===== src/hdl/port_adapter_pkg.sv =====
// Constants and carrier types for the dual-port peripheral adapter
package port_adapter_pkg;

    // ------------------------------------------------------------
    // Register select codes (register_select_high, register_select_low)
    // ------------------------------------------------------------
    localparam logic [1:0] SEL_FIRST_DATA = 2'h0;
    localparam logic [1:0] SEL_FIRST_CTL = 2'h1;
    localparam logic [1:0] SEL_SECOND_DATA = 2'h2;
    localparam logic [1:0] SEL_SECOND_CTL = 2'h3;

    // ------------------------------------------------------------
    // Control register field positions
    // ------------------------------------------------------------
    localparam int CTL_IRQ_EN = 0;      // Edge-input flag gates the request output
    localparam int CTL_EDGE_RISE = 1;   // 1: rising edge of edge input is active
    localparam int CTL_DIR_ACCESS = 2;  // 1: data register, 0: direction register
    localparam int CTL_DUAL_IRQ_EN = 3; // Input mode: irq enable; manual output mode (bit 4 set): level
    localparam int CTL_DUAL_RISE = 4;   // Input mode: 1 = rising edge active
    localparam int CTL_DUAL_OUT = 5;    // 1: dual control line is an output
    localparam int CTL_WR_BITS = 6;     // Bits 0..5 are host writable
    localparam int CTL_FLAG_DUAL = 6;   // Flag set by dual control line
    localparam int CTL_FLAG_EDGE = 7;   // Flag set by edge input

    // ------------------------------------------------------------
    // Reset values
    // ------------------------------------------------------------
    localparam logic [7:0] RST_BYTE = 8'h00;
    localparam logic [5:0] RST_CTL = 6'h00;
    localparam logic [1:0] RST_FLAGS = 2'h0;

    // ------------------------------------------------------------
    // Carriers
    // ------------------------------------------------------------
    typedef struct packed {
        logic enable;
        logic read_write;        // 1 read, 0 write
        logic chip_select_pos_a;
        logic chip_select_pos_b;
        logic chip_select_neg_n;
        logic [1:0] register_select; // {high, low}
        logic [7:0] data;
    } host_bus_t;

    typedef struct packed {
        logic [7:0] out;    // Output register
        logic [7:0] dir;    // Direction register, 1 = output
        logic [5:0] ctl;    // Writable control bits
        logic [1:0] flags;  // {edge flag, dual flag}
        logic edge_prev;
        logic dual_prev;
    } port_state_t;

    typedef struct packed {
        port_state_t first;
        port_state_t second;
        logic enable_prev;
        logic [7:0] read_data;
    } adapter_state_t;

endpackage


===== src/hdl/port_adapter.sv =====
// Dual 8-bit peripheral port adapter with host register access
`timescale 1ns/100ps
`default_nettype none

module port_adapter
    import port_adapter_pkg::*;
(
    input wire logic sys_clk,
    input wire logic rst,
    input wire host_bus_t host_bus,
    output logic [7:0] host_data_out,
    output logic host_data_oe,
    output logic first_interrupt_request_n_out,
    output logic first_interrupt_request_n_oe,
    output logic second_interrupt_request_n_out,
    output logic second_interrupt_request_n_oe,
    input wire logic [7:0] first_port_lines_in,
    output logic [7:0] first_port_lines_out,
    output logic [7:0] first_port_lines_oe,
    input wire logic [7:0] second_port_lines_in,
    output logic [7:0] second_port_lines_out,
    output logic [7:0] second_port_lines_oe,
    input wire logic first_edge_input,
    input wire logic second_edge_input,
    input wire logic first_dual_control_line_in,
    output logic first_dual_control_line_out,
    output logic first_dual_control_line_oe,
    input wire logic second_dual_control_line_in,
    output logic second_dual_control_line_out,
    output logic second_dual_control_line_oe
);

    // ------------------------------------------------------------
    // State and decode
    // ------------------------------------------------------------
    adapter_state_t state_reg;
    adapter_state_t state_next;
    logic selected;
    logic enable_fall;
    logic wr_strobe;
    logic rd_strobe;

    // Chip select decode; host holds selects stable through the pulse
    assign selected = host_bus.chip_select_pos_a & host_bus.chip_select_pos_b
        & ~host_bus.chip_select_neg_n;
    // Trailing edge of enable, seen one cycle late through the sampled copy
    assign enable_fall = state_reg.enable_prev & ~host_bus.enable;
    assign wr_strobe = enable_fall & selected & ~host_bus.read_write;
    assign rd_strobe = enable_fall & selected & host_bus.read_write;

    // ------------------------------------------------------------
    // Per-port update, shared by both ports
    // ------------------------------------------------------------
    function automatic port_state_t update_port(
        input port_state_t p,
        input logic wr_data,
        input logic wr_ctl,
        input logic rd_data,
        input logic [7:0] wdata,
        input logic edge_in,
        input logic dual_in
    );
        port_state_t n;
        logic edge_hit;
        logic dual_hit;
        n = p;
        // Active transition of the edge input, polarity from bit 1
        edge_hit = p.ctl[CTL_EDGE_RISE] ? (edge_in & ~p.edge_prev)
            : (~edge_in & p.edge_prev);
        // Dual line only raises its flag while it is an input
        dual_hit = ~p.ctl[CTL_DUAL_OUT] & (p.ctl[CTL_DUAL_RISE] ? (dual_in & ~p.dual_prev)
            : (~dual_in & p.dual_prev));
        n.edge_prev = edge_in;
        n.dual_prev = dual_in;
        // Bit 2 steers data-location accesses to output or direction register
        if (wr_data) begin
            if (p.ctl[CTL_DIR_ACCESS]) begin
                n.out = wdata;
            end else begin
                n.dir = wdata;
            end
        end
        // Host writes only the low six bits; flags stay hardware owned
        if (wr_ctl) begin
            n.ctl = wdata[CTL_WR_BITS-1:0];
        end
        // Set wins over the read clear so a coincident event is kept
        n.flags[1] = edge_hit | (p.flags[1] & ~rd_data);
        n.flags[0] = dual_hit | (p.flags[0] & ~rd_data);
        return n;
    endfunction

    // ------------------------------------------------------------
    // Next-state logic
    // ------------------------------------------------------------
    always_comb begin
        logic data_sel_a;
        logic data_sel_b;
        logic rd_clear_a;
        logic rd_clear_b;
        data_sel_a = (host_bus.register_select == SEL_FIRST_DATA);
        data_sel_b = (host_bus.register_select == SEL_SECOND_DATA);
        // Only a read of the peripheral data register clears flags
        rd_clear_a = rd_strobe & data_sel_a & state_reg.first.ctl[CTL_DIR_ACCESS];
        rd_clear_b = rd_strobe & data_sel_b & state_reg.second.ctl[CTL_DIR_ACCESS];
        state_next = state_reg;
        state_next.enable_prev = host_bus.enable;
        state_next.first = update_port(state_reg.first, wr_strobe & data_sel_a,
            wr_strobe & (host_bus.register_select == SEL_FIRST_CTL), rd_clear_a,
            host_bus.data, first_edge_input, first_dual_control_line_in);
        state_next.second = update_port(state_reg.second, wr_strobe & data_sel_b,
            wr_strobe & (host_bus.register_select == SEL_SECOND_CTL), rd_clear_b,
            host_bus.data, second_edge_input, second_dual_control_line_in);
        // Read mux, refreshed every cycle the pulse is up so it is settled at the edge
        unique case (host_bus.register_select)
            SEL_FIRST_DATA: begin
                // Port A reads the pins themselves, whatever the direction
                state_next.read_data = state_reg.first.ctl[CTL_DIR_ACCESS]
                    ? first_port_lines_in : state_reg.first.dir;
            end
            SEL_FIRST_CTL: begin
                state_next.read_data = {state_reg.first.flags, state_reg.first.ctl};
            end
            SEL_SECOND_DATA: begin
                // Port B reads its latch on outputs, so loaded pins read true
                state_next.read_data = state_reg.second.ctl[CTL_DIR_ACCESS]
                    ? ((state_reg.second.out & state_reg.second.dir)
                    | (second_port_lines_in & ~state_reg.second.dir))
                    : state_reg.second.dir;
            end
            SEL_SECOND_CTL: begin
                state_next.read_data = {state_reg.second.flags, state_reg.second.ctl};
            end
        endcase
    end

    // ------------------------------------------------------------
    // State register
    // ------------------------------------------------------------
    always_ff @(posedge sys_clk) begin
        if (rst) begin
            state_reg <= '0;
        end else begin
            state_reg <= state_next;
        end
    end

    // ------------------------------------------------------------
    // Outputs
    // ------------------------------------------------------------
    // Host data bus: driven only during a selected read pulse
    assign host_data_out = state_reg.read_data;
    assign host_data_oe = selected & host_bus.read_write & host_bus.enable;

    // Port lines: each direction bit decides drive
    assign first_port_lines_out = state_reg.first.out;
    assign first_port_lines_oe = state_reg.first.dir;
    assign second_port_lines_out = state_reg.second.out;
    assign second_port_lines_oe = state_reg.second.dir;

    // Dual lines: manual output mode drives bit 3; handshake modes hold high
    assign first_dual_control_line_oe = state_reg.first.ctl[CTL_DUAL_OUT];
    assign first_dual_control_line_out = ~state_reg.first.ctl[CTL_DUAL_RISE]
        | state_reg.first.ctl[CTL_DUAL_IRQ_EN];
    assign second_dual_control_line_oe = state_reg.second.ctl[CTL_DUAL_OUT];
    assign second_dual_control_line_out = ~state_reg.second.ctl[CTL_DUAL_RISE]
        | state_reg.second.ctl[CTL_DUAL_IRQ_EN];

    // Open-drain requests: pull low when an enabled flag is up
    assign first_interrupt_request_n_out = 1'b0;
    assign first_interrupt_request_n_oe = (state_reg.first.flags[1] & state_reg.first.ctl[CTL_IRQ_EN])
        | (state_reg.first.flags[0] & state_reg.first.ctl[CTL_DUAL_IRQ_EN]
        & ~state_reg.first.ctl[CTL_DUAL_OUT]);
    assign second_interrupt_request_n_out = 1'b0;
    assign second_interrupt_request_n_oe = (state_reg.second.flags[1] & state_reg.second.ctl[CTL_IRQ_EN])
        | (state_reg.second.flags[0] & state_reg.second.ctl[CTL_DUAL_IRQ_EN]
        & ~state_reg.second.ctl[CTL_DUAL_OUT]);
endmodule

`default_nettype wire


===== config.mk =====
export PLATFORM = sky130hd
export DESIGN_NAME = port_adapter
export DESIGN_NICKNAME = d
export VERILOG_FILES = /design/src/hdl/port_adapter_pkg.sv /design/src/hdl/port_adapter.sv
export SDC_FILE = /design/constraint.sdc
export NUM_CORES = 1
export LEC_CHECK = 0
export BUFFER_PORTS_ARGS = -buffer_cell sky130_fd_sc_hd__buf_4
export CORE_MARGIN = 2
export CORE_UTILIZATION = 50
export DETAILED_ROUTE_END_ITERATION = 10
export PLACE_DENSITY = 0.75
export SYNTH_ARGS = -nofsm -noshare
export SYNTH_HDL_FRONTEND = slang
export SYNTH_SLANG_ARGS = --single-unit

===== constraint.sdc =====
create_clock -name sys_clk -period 3.15 [get_ports sys_clk]
set_input_delay 0.63 -clock sys_clk [delete_from_list [all_inputs] [get_ports sys_clk]]
set_output_delay 0.63 -clock sys_clk [all_outputs]
set_load 0.01 [all_outputs]

* Word level (Yosys, flattened, before mapping)
Cells that the tools add are included.
** Word-level totals
- Register bits :: 61
- Input bits :: 37
- Output and inout bits :: 49
- Logic and storage cells :: 96
** Cells by class
- Equality and inequality tests :: 3
- Muxes and demuxes :: 7
- Bitwise logic cells :: 67
- Reductions and logical operators :: 5
** Operators with widths (number)
- $and 1x1->1 :: 36
- $pmux 8 s4 :: 1
- $not 1->1 :: 19
- $and 8x8->8 :: 2
- $mux 8 :: 2
- $not 8->8 :: 1
- $or 1x1->1 :: 8
- $or 8x8->8 :: 1
- $reduce_and 2->1 :: 4
- $eq 2x2->1 const B :: 2
- $mux 1 :: 4
- $eq 2x1->1 const B :: 1
- $logic_not 2->1 :: 1

* Longest topological paths before layout
- Depth after elaboration :: 9
- Depth in mapped cells :: 5
- Gate-level depth less buffers :: 3

* Worst setup path after synthesis
No wires, ideal clock.
- Path kind :: input-to-output
- Start point :: in host_bus[10] (netlist bit)
- End point :: out host_data_oe
- Arrival :: 1005 ps
- Slack :: 1515 ps
- Stages :: 2
- Buffers on the path :: 0
- Path through :: nand4b_1 -> nor2_1
** Between the ends
- Word-level cells in the longest chain between the ends :: 4
** RTL lines
- start, declared :: RTL line port_adapter.sv:10 : input wire host_bus_t host_bus,
- $not 1->1 :: RTL line port_adapter.sv:45 : & ~host_bus.chip_select_neg_n;
- $and 1x1->1 :: RTL line port_adapter.sv:45
- $and 1x1->1 (2 in a row) :: RTL line port_adapter.sv:153 : assign host_data_oe = selected & host_bus.read_write & host_bus.enable;
- end, declared :: RTL line port_adapter.sv:12 : output logic host_data_oe,
Every way passes these cells.

* Worst setup path in the final report
Ends and elaborated chain as after synthesis.

==> results.sh <==
export IMPL_status="finished clean"
export IMPL_path_clk_slew_ns=0.07
export IMPL_power_switching_mw=0.371
export IMPL_rsz0062_at_grt="no"
export IMPL_p_leak_nw=1.70
export IMPL_grt_usage_pct=21.3
export IMPL_drive_gt1_share_pct=29.1
export IMPL_hold_viol=0
export IMPL_cp_top_family="simple AND/OR/NAND/NOR gates"
export IMPL_worst_r2r_path_depth=3
export IMPL_synthCells=336
export IMPL_post_cts_setup_buffers=0
export IMPL_vdd_drop_max_v=0.000293
export IMPL_path_cells="buf_4, nand4b_1, nor2_1, buf_4"
export IMPL_cp_common_cell="buf_4"
export IMPL_clockBufferDepth=2
export IMPL_wl_mm=7.54
export IMPL_dp_hpwl_mm=5.39
export IMPL_viasPerCell=5.41
export IMPL_setup_viol=0
export IMPL_holdPathEnd="first_port_lines_out[1]$_SDFFE_PP0P_"
export IMPL_postLayoutCoreUtil_pct=59.1
export IMPL_vias=2439
export IMPL_die_w_um=84.7
export IMPL_reg2reg_to="state_reg[11]$_SDFF_PP0_"
export IMPL_grt_pass1_vias=2340
export IMPL_final_area_um2=3730
export IMPL_numPortBuffers=83
export IMPL_slew_headroom_pct=50.7
export IMPL_wl_per_cell_um=16.7
export IMPL_finalSetupTns_ns=0
export IMPL_pwr_share_seq_pct=49.5
export IMPL_crit_fanout=3
export IMPL_ctsHtreeMaxLevel=3
export IMPL_clock_skew_ns=0.00995
export IMPL_dr_pass1_iters=4
export IMPL_yosys_warnings=0
export IMPL_ctsHoldBuffers=0
export IMPL_num_rows=29
export IMPL_antenna_found_initial=0
export IMPL_maxSlewViolCount=0
export IMPL_multi_input_area_um2=1560
export IMPL_timing_rr_start="state_reg[15]$_SDFFE_PP0P_"
export IMPL_die_y_um=84.7
export IMPL_fillCellCount=574
export IMPL_startpoint="host_bus[10]"
export IMPL_ant_nets=0
export IMPL_ys_seq_area_share_pct=37.5
export IMPL_hp_class="reg2reg"
export IMPL_tightest_slew_ns=0.738
export IMPL_drcViolationCount=0
export IMPL_p_int_mw=1.22
export IMPL_syn_area_um2=3260
export IMPL_largest_reg_flops=19
export IMPL_area_growth_pct=14.6
export IMPL_gp_congestion=0.797
export IMPL_seqCellArea_um2=1220
export IMPL_cap_violations=0
export IMPL_initial_core_util_pct=51.6
export IMPL_r2r_slack_ns=1.45
export IMPL_drt_initial_drc_count=149
export IMPL_cp_start_kind="input pin"
export IMPL_core_area_um2=6310
export IMPL_cp_buffers_inverters=2
export IMPL_clkPwrFrac_pct=43.1
export IMPL_ys_ff_latch=61
export IMPL_cts_root_buf="clkbuf_8"
export IMPL_grt_ovfl_total=0
export IMPL_grt_pass1_wl_mm=11.8
export IMPL_numCtsBuffers=9
export IMPL_ioPinCount=86
export IMPL_min_from="first_port_lines_out[1]$_SDFFE_PP0P_"
export IMPL_worstSkewPairLatency_ns=0.35
export IMPL_hold_path_depth=2
export IMPL_fin_crit_ns=1.84
export IMPL_crit_type="in2out"
export IMPL_diodes=0
export IMPL_comb_power_share_pct=7.4
export IMPL_syn_area_per_cell_um2=9.69
export IMPL_worstPathArrival_ns=1.21
export IMPL_switching_share_pct=23.3
export IMPL_cts_tree="done"
export IMPL_cp_end_kind="output port"
export IMPL_die_area_um2=7170
export IMPL_clkSinkCount=61
export IMPL_critical_path_slowest_cell="nand4b_1"
export IMPL_fmax_mhz=543
export IMPL_cp_required_ns=2.52
export IMPL_final_net_count=406
export IMPL_place_area_um2=3540
export IMPL_cp_slowest_stage_delay_ns=0.22
export IMPL_p_per_area_nw_per_um2=425
export IMPL_period_share_pct=58.5
export IMPL_grt_max_degree=78
export IMPL_ys_types=40
export IMPL_cts_resized=0
## through the flow
stage                     cells  hold WS (ns)  setup slack [ns]  power [mW]
after global routing        451         0.512              1.25        1.64
after detailed placement    435         0.474              1.02       0.920
after floorplan             337         0.449              1.51       0.872
after CTS                   451         0.486              1.31        1.59
final                       451         0.481              1.31        1.59
after global placement      435         0.464              1.07       0.918
## worst max-delay path by stage
stage	to	slack, ns	cells past startpoint
finish	host_data_oe	1.31	4
floorplan	host_data_oe	1.51	2
global route	host_data_oe	1.25	4
CTS	host_data_oe	1.31	4
detailed placement	first_port_lines_out[4]$_SDFFE_PP0P_	1.02	4
global placement	first_port_lines_out[5]$_SDFFE_PP0P_	1.07	4
## cells in the mapped netlist
master,instances,area (µm²)
nor3_4,1,16.3
and3_1,1,6.26
mux2_2,1,11.3
nand4b_1,1,8.76
and4_4,1,11.3
and3b_1,6,52.6
nand3_2,1,10.0
a311o_1,6,60.1
mux2i_1,45,450
nor2_1,6,22.5
clkbuf_1,8,30.0
nand2b_1,59,369
nor3b_1,2,15.0
nand3_1,1,5.00
o21ai_0,5,25.0
nor3b_4,1,18.8
nand4_1,1,6.26
a32oi_1,8,70.1
a221o_1,2,20.0
a31oi_1,6,37.5
nand2_1,9,33.8
inv_1,9,33.8
buf_2,5,25.0
nand4_4,3,63.8
o21a_1,1,7.51
nor4_1,3,18.8
conb_1,1,3.75
buf_1,1,3.75
nor2b_1,7,43.8
o22ai_1,2,12.5
and2b_1,1,7.51
and4bb_1,1,12.5
buf_6,5,56.3
o32ai_1,2,17.5
dfxtp_1,61,1220
buf_4,44,330
nand3_4,1,17.5
nand2b_4,1,13.8
a21oi_1,16,80.1
or3_1,1,6.26
## worst register-to-register path: cells and delay by family, from the launching register on
family / cells / cell delay [ns]
flops: 1 / 0.80
simple gates: 1 / 0.43
buf+inv: 1 / 0.22
compound gates: 1 / 0.12
## cell type report
type	instances	area share [%]
clock inverters	5	1.34
repair buffers	84	16.9
flip-flops and latches	61	32.7
clock buffers	11	3.79
multi-input cells	204	41.8
inverters	9	0.905
well taps	77	2.58
## routing by layer
layer | part of all wire [%] | global-route usage [%] | up-vias
li1 | - | - | 1194
met1 | 44 | 29.3 | 1150
met2 | 48 | 33.1 | 81
met3 | 6.3 | 3.93 | 14
met4 | 1.7 | 8.80 | 0
met5 | 0 | 0 | -
## cell usage in the layout, fill, tap and decap left out, drive strengths merged
| master | Yosys | layout |
|---|---|---|
| clkinv | 0 | 4 |
| bufinv | 0 | 1 |
| nor2 | 6 | 6 |
| mux2 | 1 | 1 |
| o22ai | 2 | 2 |
| a221o | 2 | 2 |
| nand2b | 60 | 60 |
| and4 | 1 | 1 |
| a32oi | 8 | 8 |
| nor4 | 3 | 3 |
| conb | 1 | 2 |
| nand3 | 3 | 3 |
| and3 | 1 | 1 |
| nor3 | 1 | 1 |
| buf | 55 | 84 |
| o32ai | 2 | 2 |
| o21a | 1 | 1 |
| a31oi | 6 | 6 |
| clkbuf | 8 | 11 |
| nor2b | 7 | 7 |
| o21ai | 5 | 5 |
| a21oi | 16 | 16 |
| and2b | 1 | 1 |
| or3 | 1 | 1 |
| dfxtp | 61 | 61 |
| and3b | 6 | 6 |
| and4bb | 1 | 1 |
| nor3b | 3 | 3 |
| inv | 9 | 9 |
| nand4 | 4 | 4 |
| mux2i | 45 | 45 |
| nand4b | 1 | 1 |
| a311o | 6 | 6 |
| nand2 | 9 | 9 |
## logic make-up (layout without fill, tap and decap cells)
family | Yosys count | count (layout) | share of synthesized area [%]
and+or+nand+nor | 108 | 108 | 23.3
buffers and inverters | 72 | 109 | 14.7
DFF | 61 | 61 | 37.5
muxes | 46 | 46 | 14.2
other | 1 | 2 | 0.115
AOI/OAI and AO/OA | 48 | 48 | 10.1
## power by group through the flow
stage               combinational [mW]  clock (mW)  sequential [mW]
finish                           0.118       0.684            0.785
detailed placement               0.118           0            0.802
CTS                              0.118       0.689            0.785
floorplan                       0.0719           0            0.800
global placement                 0.116           0            0.802
global route                     0.128       0.726            0.785
(Power assumes the default switching activity.)
